[config.mk]
export PLATFORM = sky130hd
export DESIGN_NAME = hbdpc_ctrl
export DESIGN_NICKNAME = d
export VERILOG_FILES = /design/src/hbdpc_pkg.sv /design/src/hbdpc_ctrl.sv
export SDC_FILE = /design/constraint.sdc
export NUM_CORES = 1
export LEC_CHECK = 0
export BUFFER_PORTS_ARGS = -buffer_cell sky130_fd_sc_hd__buf_2
export CORE_AREA = 5 5 69 97
export CTS_CLUSTER_DIAMETER = 200
export CTS_CLUSTER_SIZE = 16
export DETAILED_ROUTE_END_ITERATION = 10
export DIE_AREA = 0 0 74 102
export PLACE_DENSITY = 0.74
export SLEW_MARGIN = 10
export SYNTH_ARGS = -nofsm -noshare
export SYNTH_HDL_FRONTEND = slang
export SYNTH_SLANG_ARGS = --single-unit
[constraint.sdc]
create_clock -name mclk -period 1.68 [get_ports mclk]
set_input_delay 0.168 -clock mclk [delete_from_list [all_inputs] [get_ports mclk]]
set_output_delay 0.168 -clock mclk [all_outputs]
set_load 0.02 [all_outputs]
[src/hbdpc_pkg.sv]
// package for the h-bridge drive protection controller
package hbdpc_pkg;

  // ----------------------------------------
  // timing
  // ----------------------------------------
  localparam int CLK_HZ = 10_000_000;
  localparam int SLEEP_MS = 10;
  // longer than 10 ms: one cycle past the exact count
  localparam int SLEEP_CYC = SLEEP_MS * (CLK_HZ / 1000) + 1;
  localparam int DEGLITCH_CYC = 20;
  localparam int RETRY_CYC = 10_000;
  localparam int CNT_W = 18;

  // ----------------------------------------
  // types
  // ----------------------------------------
  typedef enum logic [1:0] {
    HBDPC_STANDBY = 2'b00,
    HBDPC_REVERSE = 2'b01,
    HBDPC_FORWARD = 2'b10,
    HBDPC_BRAKE = 2'b11
  } hbdpc_mode_t;

  typedef enum logic [1:0] {
    HBDPC_RUN = 2'b00,
    HBDPC_OC_HOLD = 2'b01,
    HBDPC_SC_HOLD = 2'b10
  } hbdpc_prot_t;

  // analog comparator flags, hysteresis already resolved
  typedef struct packed {
    logic supplyLockout;
    logic overcurrent;
    logic shortCircuit;
    logic overTemp;
  } hbdpc_flags_t;

  // power switches: high a, low a, high b, low b
  typedef struct packed {
    logic highSwitchA;
    logic lowSwitchA;
    logic highSwitchB;
    logic lowSwitchB;
  } hbdpc_switch_t;

  typedef struct packed {
    hbdpc_switch_t sw;
    logic sleeping;
    logic faultOff;
    hbdpc_prot_t prot;
    logic [CNT_W-1:0] idleCnt;
    logic [CNT_W-1:0] deglCnt;
    logic [CNT_W-1:0] retryCnt;
    hbdpc_flags_t flagSync1;
    hbdpc_flags_t flagSync2;
  } hbdpc_state_t;

endpackage : hbdpc_pkg

[src/hbdpc_ctrl.sv]
// h-bridge drive decode, sleep and protection logic
`timescale 1ns/1ps
// Overview of operation
// [RL1] inputs 00 standby, 01 reverse, 10 forward, 11 brake.
// [RL2] switch pattern per mode: off, 2+3, 1+4, 2+4.
// [RL3] standby held longer than 10 ms enters sleep, outputs stay off.
// [RL4] sleep powers down protection; only standby is available.
// [RL5] either drive input high leaves sleep.
// [RL6] supply lockout forces all off and ignores inputs.
// [RL7] overcurrent persisting past deglitch time switches all off.
// [RL8] after overcurrent shutdown wait retry period then resume.
// [RL9] short circuit switches all off at once, no deglitch.
// [RL10] after short, recheck every retry period until cleared.
// [RL11] overtemperature forces all off in every mode until recovery.
// [RL12] lockout, overcurrent, short guards act only in forward, reverse, brake.
// [RL13] host sets its two pins as outputs before driving.
// [RL14] undriven drive inputs read low, giving standby.
// [RL15] deglitch and retry are cycle counts from the block clock.
// [RL16] analog comparisons enter as synchronised single-bit flags.
module hbdpc_ctrl
  import hbdpc_pkg::*;
(
  // clock and reset
  input wire logic mclk,
  input wire logic rst,
  // drive inputs from the host
  input wire logic driveInputA,
  input wire logic driveInputB,
  // comparator flags
  input wire hbdpc_pkg::hbdpc_flags_t flagsIn,
  // bridge switches and status
  output hbdpc_pkg::hbdpc_switch_t switches,
  output logic sleepPeriod,
  output logic protectOff
);
  import hbdpc_pkg::*;

  hbdpc_state_t s_q;
  hbdpc_state_t s_d;
  hbdpc_mode_t mode;
  logic guarded;

  // ----------------------------------------
  // decode
  // ----------------------------------------
  function automatic hbdpc_switch_t modeSwitches(input hbdpc_mode_t m);
    hbdpc_switch_t r;
    r = '0;
    case (m)
      HBDPC_REVERSE: r = '{highSwitchA: 1'b0, lowSwitchA: 1'b1, highSwitchB: 1'b1, lowSwitchB: 1'b0}; // [RL2]
      HBDPC_FORWARD: r = '{highSwitchA: 1'b1, lowSwitchA: 1'b0, highSwitchB: 1'b0, lowSwitchB: 1'b1}; // [RL2]
      HBDPC_BRAKE: r = '{highSwitchA: 1'b0, lowSwitchA: 1'b1, highSwitchB: 1'b0, lowSwitchB: 1'b1}; // [RL2]
      default: r = '0;
    endcase
    return r;
  endfunction : modeSwitches

  // pull-downs live in the pad; an open pin arrives as 0 and decodes as standby [RL14]
  assign mode = hbdpc_mode_t'({driveInputA, driveInputB}); // [RL1]
  // guards only matter outside standby and never while asleep [RL12] [RL4]
  assign guarded = (mode != HBDPC_STANDBY) && !s_q.sleeping;

  // ----------------------------------------
  // next state
  // ----------------------------------------
  always_comb
  begin
    s_d = s_q;
    // two-flop synchroniser; stage one only feeds stage two [RL16]
    s_d.flagSync1 = flagsIn;
    s_d.flagSync2 = s_q.flagSync1;

    // sleep entry and exit
    if (mode != HBDPC_STANDBY)
    begin
      s_d.sleeping = 1'b0; // [RL5]
      s_d.idleCnt = '0;
    end
    else if (!s_q.sleeping)
    begin
      if (s_q.idleCnt >= CNT_W'(SLEEP_CYC - 1))
        s_d.sleeping = 1'b1; // [RL3]
      else
        s_d.idleCnt = s_q.idleCnt + 1'b1;
    end

    // overcurrent deglitch, counted only while guarded [RL15]
    if (guarded && s_q.flagSync2.overcurrent)
    begin
      if (s_q.deglCnt < CNT_W'(DEGLITCH_CYC))
        s_d.deglCnt = s_q.deglCnt + 1'b1;
    end
    else
      s_d.deglCnt = '0;

    case (s_q.prot)
      HBDPC_RUN:
      begin
        s_d.retryCnt = '0;
        if (guarded && s_q.flagSync2.shortCircuit)
          s_d.prot = HBDPC_SC_HOLD; // [RL9]
        else if (guarded && s_q.deglCnt >= CNT_W'(DEGLITCH_CYC))
          s_d.prot = HBDPC_OC_HOLD; // [RL7]
      end
      HBDPC_OC_HOLD:
      begin
        if (s_q.retryCnt >= CNT_W'(RETRY_CYC - 1))
        begin
          s_d.prot = HBDPC_RUN; // [RL8]
          s_d.retryCnt = '0;
          s_d.deglCnt = '0;
        end
        else
          s_d.retryCnt = s_q.retryCnt + 1'b1;
      end
      HBDPC_SC_HOLD:
      begin
        if (s_q.retryCnt >= CNT_W'(RETRY_CYC - 1))
        begin
          s_d.retryCnt = '0;
          // check the output once per retry period [RL10]
          if (!s_q.flagSync2.shortCircuit)
            s_d.prot = HBDPC_RUN;
        end
        else
          s_d.retryCnt = s_q.retryCnt + 1'b1;
      end
      default:
        s_d.prot = HBDPC_RUN;
    endcase

    // leaving the guarded modes drops any retry in progress [RL12]
    if (!guarded)
      s_d.prot = HBDPC_RUN;

    // output decision from next protection state
    s_d.faultOff = s_q.flagSync2.overTemp // [RL11]
                 || (guarded && s_q.flagSync2.supplyLockout) // [RL6]
                 || (s_d.prot != HBDPC_RUN); // [RL7] [RL9]
    // asleep only standby exists, which is all-off already [RL4]
    s_d.sw = s_d.faultOff ? hbdpc_switch_t'('0) : modeSwitches(mode); // [RL2]
  end

  always_ff @(posedge mclk)
  begin
    if (rst)
      s_q <= '0;
    else
      s_q <= s_d;
  end

  // ----------------------------------------
  // outputs
  // ----------------------------------------
  assign switches = s_q.sw;
  assign sleepPeriod = s_q.sleeping;
  assign protectOff = s_q.faultOff;
endmodule : hbdpc_ctrl

==> impl_metrics.env, run 1 <==
export IMPL_ctsHtreeMaxLevel=3
export IMPL_min_from="flagsIn[1]"
export IMPL_num_io_pins=14
export IMPL_dp_hpwl_um=4420
export IMPL_leakage_nw=1.57
export IMPL_grt_usage=0.187
export IMPL_synth_nets=351
export IMPL_status="finished, violations left"
export IMPL_syn2layout_area_growth_pct=31.9
export IMPL_drive_above_1_share=0.326
export IMPL_num_nets_final=411
export IMPL_rows=33
export IMPL_dp_cells=449
export IMPL_drv_cap=0
export IMPL_synth_cells=334
export IMPL_r2r_end="protectOff"
export IMPL_hp_class="input pin to register"
export IMPL_reg2reg_from="s_q[14]"
export IMPL_grt_pass1_vias=2507
export IMPL_holdPathStages=2
export IMPL_n_antenna_cell=0
export IMPL_syn_avg_cell_area_um2=8.96
export IMPL_arrival_ns=2.24
export IMPL_die_height_um=102
export IMPL_setup_slack_ns=-0.266
export IMPL_cp_buffers_inverters=0
export IMPL_initial_core_util=0.522
export IMPL_drt_iter0_drc=230
export IMPL_relSlewSlack=0.559
export IMPL_clock_skew_ns=0.00914
export IMPL_drc=0
export IMPL_timing_final_hold_violations=0
export IMPL_synth_cell_types=50
export IMPL_cts_tree="done"
export IMPL_dieArea_um2=7550
export IMPL_clockRootBuffer="clkbuf_8"
export IMPL_nFillCells=413
export IMPL_path_cells="or4_4 > o2111ai_4 > a21o_2 > a32oi_4 > o211ai_4 > nor2b_4"
export IMPL_startpoint="s_q[14]"
export IMPL_drv_slew=0
export IMPL_routed_via_density=5.56
export IMPL_reg2regPathDepth=6
export IMPL_cts_buffer_depth=2
export IMPL_final_cells=469
export IMPL_wire_per_inst_um=15.0
export IMPL_dpl_cell_area_um2=3450
export IMPL_dr_pass1_iters=4
export IMPL_ys_seq_area_frac=0.468
export IMPL_grt_overflow_total=0
export IMPL_numCtsBuffers=9
export IMPL_violations="negative setup slack"
export IMPL_rsz0062_at_grt="true"
export IMPL_cts_sinks=70
export IMPL_critPathKind="register to register"
export IMPL_critPathLaunchType="register"
export IMPL_slowest_delay_ns=0.55
export IMPL_ant_nets=0
export IMPL_post_route_min_period_ns=1.95
export IMPL_worstMarginPinSlew_ns=0.662
export IMPL_required_ns=1.97
export IMPL_port_buffers=13
export IMPL_synth_seq_cells=70
export IMPL_fin_util=0.688
export IMPL_ys_warn_count=0
export IMPL_async_flop_share=0
export IMPL_chipWidth_um=74
export IMPL_synth_edf_count=0
export IMPL_powerDensity_nw_per_um2=838
export IMPL_cp_end_kind="register"
export IMPL_clkTransAtPathRegs_ns=0.08
export IMPL_clk_insertion_delay_late_ns=0.35
export IMPL_path_max_fanout=5
export IMPL_synth_area_um2=2990
export IMPL_final_cell_area_um2=3950
export IMPL_setup_tns_ns=-7.65
export IMPL_fin_crit_sh=1.16
export IMPL_peakVddDrop_uv=833
export IMPL_core_area_um2=5740
export IMPL_postCtsHoldBufs=0
export IMPL_holdPathEnd="s_d[1]"
export IMPL_globalplace_congestion=0.850
export IMPL_crit_slowest_cell="or4_4"
export IMPL_vias=2606
export IMPL_antenna_found_initial=0
export IMPL_reg2reg_slack_ns=-0.27
export IMPL_synth_main_ff_cell="dfxtp_1"
export IMPL_fmax_ghz=0.514
export IMPL_grt_pass1_wl_um=11000
export IMPL_path_delay_family="compound AO/OA/AOI/OAI gates"
export IMPL_grt_max_degree=21
export IMPL_setup_viol=39
export IMPL_routed_wl_um=7050
[layer usage]
layer  vias up  global-route usage  share of wire
met1      1261               0.219           0.41
met3        20              0.0531          0.034
met2        49               0.318           0.54
li1       1276                   -              -
met4         0              0.0753          0.025
met5         -                   0              0
[worst max path at each step]
stage	cells after the start	slack, ns	end
after detailed placement	7	-0.23	s_q[14]
after CTS	6	-0.22	switches[2]
after floorplan	7	-0.10	s_q[16]
after global routing	7	-0.34	s_q[16]
final	6	-0.27	protectOff
after global placement	7	-0.16	s_q[16]
[cells by family after synthesis]
family	Yosys count	share of synthesized area
buffers and inverters	28	0.0464
XOR/XNOR	17	0.0497
adder cells (fa/ha/maj)	9	0.0376
AO/OA/AOI/OAI	47	0.104
flip-flops	70	0.468
AND/OR/NAND/NOR	161	0.287
multiplexers	2	0.00710
[worst reg2reg max path, delay by kind of cell (launching register included)]
family,cells,cell delay (ns)
AOI/OAI and AO/OA,4,0.82
and+or+nand+nor,2,0.73
DFF,1,0.32
[Yosys cell counts, types with 2 or more instances]
library cell / instances / area, µm²
a21oi_1: 5 / 25.0
a31oi_1: 3 / 18.8
and2_1: 4 / 25.0
and3_1: 19 / 119
and4_1: 2 / 17.5
buf_4: 5 / 37.5
buf_6: 2 / 22.5
clkbuf_1: 7 / 26.3
dfxtp_1: 70 / 1400
ha_1: 9 / 113
inv_1: 13 / 48.8
nand2_1: 28 / 105
nand2b_1: 2 / 12.5
nand3_1: 13 / 65.1
nand4_1: 5 / 31.3
nor2_1: 40 / 150
nor2b_1: 10 / 62.6
nor3_1: 9 / 45.0
nor3b_1: 6 / 45.0
nor4_1: 15 / 93.8
o21ai_0: 14 / 70.1
o21ai_1: 10 / 50.1
xnor2_1: 10 / 87.6
xor2_1: 7 / 61.3
[registers in the layout, indices dropped and copies added, names as in the netlist]
name         cells
switches         4
sleepPeriod      1
protectOff       1
s_q             60
s_d              4
[cell type report]
| class | count | area, µm² | area share |
|---|---|---|---|
| Sequential cell | 70 | 1410 | 0.357 |
| Timing Repair Buffer | 64 | 468 | 0.119 |
| Multi-Input combinational cell | 236 | 1710 | 0.434 |
| Clock inverter | 7 | 96.3 | 0.0244 |
| Clock buffer | 9 | 124 | 0.0314 |
| Inverter | 13 | 48.8 | 0.0124 |
| Tap cell | 70 | 87.6 | 0.0222 |
[cell usage in the layout (no fill, tap or decap), types with 2 or more instances in the layout]
cell type,synthesis,final
dfxtp_2,0,5
buf_6,2,2
and2_1,4,4
and4_1,2,2
nor3_2,0,2
inv_1,13,13
and3_1,19,18
o21ai_0,14,9
a21oi_1,5,4
nor4_2,0,3
nor3b_2,0,4
xor2_1,7,7
bufinv_16,0,2
nand2_1,28,25
nand2b_1,2,2
nor4_4,1,5
nand2_2,0,2
nor2_2,0,5
o21ai_2,0,2
ha_1,9,8
nand4_1,5,5
buf_2,0,13
o21ai_1,10,13
nor4_1,15,8
nor2_1,40,34
nand3_1,13,12
nor2b_1,10,9
xnor2_1,10,10
dfxtp_1,70,64
buf_4,5,48
nor3_1,9,7
clkinvlp_4,0,3
a31oi_1,3,2
clkbuf_8,0,9
or4_4,1,2
[report_power, final]
part,switching (mW),internal (mW)
Combinational,0.0716,0.0566
Sequential,0.00933,1.68
Clock,0.660,0.837
Total,0.740,2.57
[what timing repair did]
item,CTS,global route
gates resized for setup,10,45
setup endpoints to repair,44,51
buffers inserted,2,2
pin swaps,12,13
[through the flow]
| step | hold WS (ns) | total power [mW] | setup WS [ns] |
|---|---|---|---|
| 6_report | 0.0285 | 3.31 | -0.266 |
| 5_1_grt | 0.0303 | 3.42 | -0.344 |
| 4_1_cts | 0.00561 | 3.31 | -0.222 |
| 3_5_place_dp | 0.382 | 1.83 | -0.226 |
| 3_3_place_gp | 0.379 | 1.83 | -0.161 |
| 2_1_floorplan | 0.240 | 1.80 | -0.100 |
Power figures use the tool's default switching activity.
==> run 2: changes to the inputs <==
Settings changed: RECOVER_POWER from default to 50.
==> run 2 against run 1 <==
  * Sequential share of layout area grew 0.18 points
  * Flip-flop and latch count is the same
  * Via count shrank 0.27%
  * Critical path depth is the same
  * Global-route usage is the same
  * Clock-buffer cell count is the same
  * Core utilization shrank 0.35 points
  * Worst setup slack lost 0.0071 ns
  * The flow still finishes with violations (negative setup slack)
==> impl_metrics.env, run 2 (synthesized netlist as in run 1, its figures left out) <==
export IMPL_grt_overflow_total=0
export IMPL_port_buffers=13
export IMPL_setup_tns_ns=-7.68
export IMPL_p_comb_frac=0.038
export IMPL_drc=0
export IMPL_violations="negative setup slack"
export IMPL_peakVddDrop_uv=833
export IMPL_grt_usage=0.187
export IMPL_dr_pass1_iters=4
export IMPL_dpl_cell_area_um2=3450
export IMPL_postCtsHoldBufs=0
export IMPL_num_nets_final=411
export IMPL_multi_input_area_um2=1710
export IMPL_final_cells=469
export IMPL_grt_pass1_vias=2507
export IMPL_path_max_fanout=5
export IMPL_fin_util=0.685
export IMPL_die_height_um=102
export IMPL_fmax_ghz=0.512
export IMPL_worstMarginPinSlew_ns=0.742
export IMPL_rows=33
export IMPL_rsz0062_at_grt="true"
export IMPL_ant_nets=0
export IMPL_fin_crit_sh=1.16
export IMPL_drv_cap=0
export IMPL_relSlewSlack=0.505
export IMPL_clock_skew_ns=0.00815
export IMPL_post_route_min_period_ns=1.95
export IMPL_p_clk_frac=0.453
export IMPL_power_internal_mw=2.57
export IMPL_drv_slew=0
export IMPL_top_layer="met4"
export IMPL_layout_commonest_cell="dfxtp_1"
export IMPL_leakage_nw=1.53
export IMPL_numCtsBuffers=9
export IMPL_ctsHtreeMaxLevel=3
export IMPL_final_cell_mix="dfxtp_1 (64), buf_4 (45), nor2_1 (34), nand2_1 (25), and3_1 (18)"
export IMPL_finalPower_mw=3.31
export IMPL_wl_met3_um=216
export IMPL_critPathKind="register to register"
export IMPL_setup_slack_ns=-0.273
export IMPL_critPathLaunchType="register"
export IMPL_status="finished, violations left"
export IMPL_n_antenna_cell=0
export IMPL_wire_per_inst_um=15.1
export IMPL_hold_ws_ns=0.0284
export IMPL_cts_sinks=70
export IMPL_required_ns=1.97
export IMPL_globalplace_congestion=0.850
export IMPL_vias=2599
export IMPL_grt_max_degree=21
export IMPL_cts_buffer_depth=2
export IMPL_switching_share=0.225
export IMPL_nFillCells=421
export IMPL_clk_insertion_delay_late_ns=0.35
export IMPL_routed_via_density=5.54
export IMPL_initial_core_util=0.522
export IMPL_num_io_pins=14
export IMPL_switchingPower_uw=743
export IMPL_clockRootBuffer="clkbuf_8"
export IMPL_drt_iter0_drc=232
export IMPL_wl_met2_um=3760
export IMPL_largest_reg_flops=60
export IMPL_final_cell_area_um2=3930
export IMPL_seqCellArea_um2=1410
export IMPL_powerDensity_nw_per_um2=842
export IMPL_grt_pass1_wl_um=11000
export IMPL_cp_end_kind="register"
export IMPL_hp_class="input pin to register"
export IMPL_setup_viol=39
export IMPL_seq_power_share=0.509
export IMPL_arrival_ns=2.24
export IMPL_clkTransAtPathRegs_ns=0.08
export IMPL_syn2layout_area_growth_pct=31.2
export IMPL_timing_final_hold_violations=0
export IMPL_drive_above_1_share=0.301
export IMPL_chipWidth_um=74
export IMPL_dp_cells=449
export IMPL_core_area_um2=5740
export IMPL_routed_wl_um=7060
export IMPL_dp_slack_ns=-0.226
export IMPL_dieArea_um2=7550
export IMPL_drt_met1_wl_um=2920
export IMPL_cts_tree="done"
export IMPL_antenna_found_initial=0
export IMPL_dp_hpwl_um=4420
export IMPL_regMostFlops="s_q"
## run 2: path summary, 6_finish.rpt
path              startpoint          to  slack (ns)  cells past startpoint
setup / recovery     s_q[14]  protectOff       -0.27                      6
hold / removal    flagsIn[1]      s_d[1]        0.03                      2
setup reg to reg     s_q[14]  protectOff       -0.27                      6
hold reg to reg       s_d[1]      s_q[1]        0.46                      1
## run 2: worst max-delay path: stages (launching register included)
cell	delay, ns
dfxtp_2	0.32
or4_4	0.55
o2111ai_4	0.23
a21o_2	0.20
a32oi_4	0.12
o211ai_4	0.28
nor2b_4	0.18
## run 2: timing repair
action / 4_1_cts / 5_1_grt
hold endpoints to repair: 0 / 0
endpoints found under the setup margin: 44 / 51
pin swaps: 12 / 13
resized for setup: 10 / 45
setup buffers: 2 / 2
## run 2: final cells by class
class,count,area share
Clock inverter,7,0.0245
Tap cell,70,0.0223
Clock buffer,9,0.0315
Multi-Input combinational cell,236,0.436
Sequential cell,70,0.359
Inverter,13,0.0124
Timing Repair Buffer,64,0.114
## run 2: layer usage
layer,vias to the layer above,global-route usage
met2,51,0.318
met4,0,0.0753
li1,1279,-
met1,1249,0.219
met3,20,0.0531
met5,-,0
## run 2: power by group through the flow
stage	combinational, mW	clock, mW	sequential [mW]
2_1_floorplan	0.0708	0	1.72
3_3_place_gp	0.105	0	1.72
3_5_place_dp	0.108	0	1.72
4_1_cts	0.109	1.51	1.69
5_1_grt	0.138	1.59	1.69
6_report	0.125	1.50	1.69
==> run 3: changes to the inputs <==
Settings changed: ABC_AREA from default to 1, CELL_PAD_IN_SITES_DETAIL_PLACEMENT from default to 1, CELL_PAD_IN_SITES_GLOBAL_PLACEMENT from default to 2, CORE_AREA 5 5 69 97 to 5 5 92 128, DIE_AREA 0 0 74 102 to 0 0 97 133.
==> run 3 against run 2 <==
  * Highest routed layer unchanged
  * Cell area rose by 4.0%
  * Sequential share of layout area fell by 1.4 points
  * Register-to-register slack improved by 0.36 ns
  * Flip-flop and latch count did not move
  * Fmax rose by 22%
  * Combinational power fell by 5%
  * The run now ends clean
  * Clock skew fell by 0.0015 ns
  * Total power rose by 17%
  * Critical endpoint is now s_q[56]
==> impl_metrics.env, run 3 <==
export IMPL_num_nets_final=495
export IMPL_drc=0
export IMPL_synth_nets=453
export IMPL_synth_seq_cells=70
export IMPL_nFillCells=1296
export IMPL_fin_crit_sh=0.951
export IMPL_cts_tree="done"
export IMPL_syn2layout_area_growth_pct=25.8
export IMPL_synth_common_cells="nand2_1 (94), dfxtp_1 (70), nor2_1 (65), inv_1 (60), a21oi_1 (34)"
export IMPL_synth_edf_count=0
export IMPL_seq_power_share=0.437
export IMPL_cts_sinks=70
export IMPL_grt_max_degree=29
export IMPL_cp_end_kind="register"
export IMPL_peakVddDrop_uv=453
export IMPL_clockRootBuffer="clkbuf_16"
export IMPL_initial_core_util=0.305
export IMPL_p_clk_frac=0.532
export IMPL_grt_pass1_wl_um=13500
export IMPL_busiest_layer="met2"
export IMPL_drv_cap=0
export IMPL_globalplace_congestion=0.837
export IMPL_drt_iter0_drc=46
export IMPL_rows=45
export IMPL_timing_final_hold_violations=0
export IMPL_path_max_fanout=7
export IMPL_synth_area_um2=3250
export IMPL_antenna_found_initial=0
export IMPL_grt_usage=0.132
export IMPL_grt_use_met3=0.0301
export IMPL_leakage_nw=1.66
export IMPL_layout_commonest_cell="nand2_1"
export IMPL_status="completed"
export IMPL_chipWidth_um=97
export IMPL_path_cells="nor4_4 > nand2_1 > nand2_1 > nand2_2 > nor2_8 > buf_4 > nand2_1 > a21oi_1"
export IMPL_cts_buffer_depth=2
export IMPL_async_flop_share=0
export IMPL_yosys_area_top_type_share=0.431
export IMPL_n_antenna_cell=0
export IMPL_fmax_ghz=0.626
export IMPL_globalRouteMet2Util=0.253
export IMPL_switchingPower_uw=813
export IMPL_largest_reg_flops=60
export IMPL_crit_slowest_cell="dfxtp_2"
export IMPL_finalPower_mw=3.87
export IMPL_power_internal_mw=3.06
export IMPL_ant_nets=0
export IMPL_fin_util=0.384
export IMPL_rsz0062_at_grt="true"
export IMPL_dieArea_um2=12900
export IMPL_syn_avg_cell_area_um2=7.45
export IMPL_vias=2828
export IMPL_dr_pass1_iters=4
export IMPL_grt_pass1_vias=2937
export IMPL_arrival_ns=1.86
export IMPL_crit_top_cell="nand2_1"
export IMPL_dp_hpwl_um=5900
export IMPL_synth_most_common_cell="nand2_1"
export IMPL_wire_per_inst_um=12.9
export IMPL_synth_main_ff_cell="dfxtp_1"
export IMPL_synth_cells=436
export IMPL_postCtsHoldBufs=0
export IMPL_numCtsBuffers=9
export IMPL_final_cell_area_um2=4090
export IMPL_reg2regPathDepth=8
export IMPL_dp_cells=602
export IMPL_ys_warn_count=0
export IMPL_slowest_delay_ns=0.33
export IMPL_holdPathStages=3
export IMPL_final_cell_mix="nand2_1 (90), dfxtp_1 (62), nor2_1 (61), inv_1 (56), a21oi_1 (32)"
export IMPL_regMostFlops="s_q"
export IMPL_met1_usage=0.128
export IMPL_setup_tns_ns=0
export IMPL_num_io_pins=14
export IMPL_clkTransAtPathRegs_ns=0.06
export IMPL_clock_skew_ns=0.00669
export IMPL_ys_seq_area_frac=0.431
export IMPL_clk_insertion_delay_late_ns=0.34
export IMPL_die_height_um=133
export IMPL_relSlewSlack=0.760
export IMPL_required_ns=1.94
export IMPL_synth_top_cells_by_area="dfxtp_1 (43%), nand2_1 (11%), nor2_1 (7.5%)"
export IMPL_drv_slew=0
export IMPL_post_route_min_period_ns=1.60
export IMPL_drive_above_1_share=0.228
export IMPL_grt_overflow_total=0
export IMPL_hp_class="input pin to register"
export IMPL_core_area_um2=10600
export IMPL_routed_wl_um=8060
export IMPL_critPathLaunchType="register"
export IMPL_switching_share=0.210
export IMPL_routed_via_density=4.53
export IMPL_final_cells=624
export IMPL_synth_cell_types=42
export IMPL_critPathKind="register to register"
export IMPL_port_buffers=13
export IMPL_synth_top_cell_by_area="dfxtp_1"
export IMPL_dpl_cell_area_um2=3620
export IMPL_worstMarginPinSlew_ns=0.358
export IMPL_setup_viol=0
export IMPL_powerDensity_nw_per_um2=947
export IMPL_ctsHtreeMaxLevel=3
export IMPL_p_comb_frac=0.031
-- run 3: changes by cell type in the layout (fill, tap and decap cells not counted), sizes merged, moves of 10 or more --
| cell | before | now |
|---|---|---|
| nor4 | 16 | 4 |
| and3 | 19 | 1 |
| nor2b | 10 | 0 |
| nor2 | 40 | 67 |
| clkbuf | 20 | 10 |
| a21oi | 5 | 36 |
| nand2 | 28 | 97 |
| o21ai | 25 | 12 |
| inv | 14 | 63 |
-- run 3: power by group through the flow --
stage               combinational, mW  clock, mW  sequential [mW]
global placement                0.114          0             1.73
floorplan                      0.0765          0             1.73
finish                          0.119       2.06             1.69
detailed placement              0.117          0             1.73
CTS                             0.117       2.13             1.69
global route                    0.135       2.20             1.69
-- run 3: through the flow --
stage          hold slack [ns]  setup slack (ns)
6_report                0.0293            0.0824
3_3_place_gp             0.371             0.102
4_1_cts                 0.0174            0.0200
5_1_grt                 0.0311           -0.0458
3_5_place_dp             0.377            0.0370
2_1_floorplan            0.275             0.188
-- run 3: cell families (layout without fill, tap and decap cells) --
logic type | after synthesis | count (layout) | synth area share
simple gates | 211 | 211 | 0.304
xor+xnor | 14 | 14 | 0.0378
compound gates | 55 | 55 | 0.0928
fa+ha+maj | 9 | 9 | 0.0347
buf+inv | 77 | 124 | 0.0994
flops | 70 | 70 | 0.431
-- run 3: worst paths after layout --
check                                start       to  slack, ns
worst max-delay path               s_q[57]  s_q[56]       0.08
worst min-delay path            flagsIn[0]   s_d[0]       0.03
worst max register to register     s_q[57]  s_q[56]       0.08
worst min register to register      s_d[3]   s_q[3]       0.41
-- run 3: timing repair --
item                                   CTS  global route
endpoints found under the hold margin    0             0
gates resized for setup                  0            33
setup endpoints to repair                0            27
buffers inserted                         0             6
-- run 3: layout make-up --
cell class	count	area, µm²	share of cell area
Clock buffer	10	239	0.0585
Clock inverter	6	85.1	0.0208
Inverter	64	243	0.0594
Multi-Input combinational cell	289	1610	0.393
Sequential cell	70	1410	0.345
Tap cell	141	176	0.0432
Timing Repair Buffer	44	327	0.0799
-- run 3: layer usage --
layer  wire length, µm  up-vias
met4               227        0
met2              4540       19
met3               178       17
met1              3110     1340
li1                  -     1452
met5                 0        -
-- run 3: worst max-delay path: cells and delay by family (launching register included) --
family / cells / cell delay (ns)
AO/OA/AOI/OAI: 1 / 0.16
buffers and inverters: 1 / 0.18
AND/OR/NAND/NOR: 6 / 0.83
flip-flops: 1 / 0.33
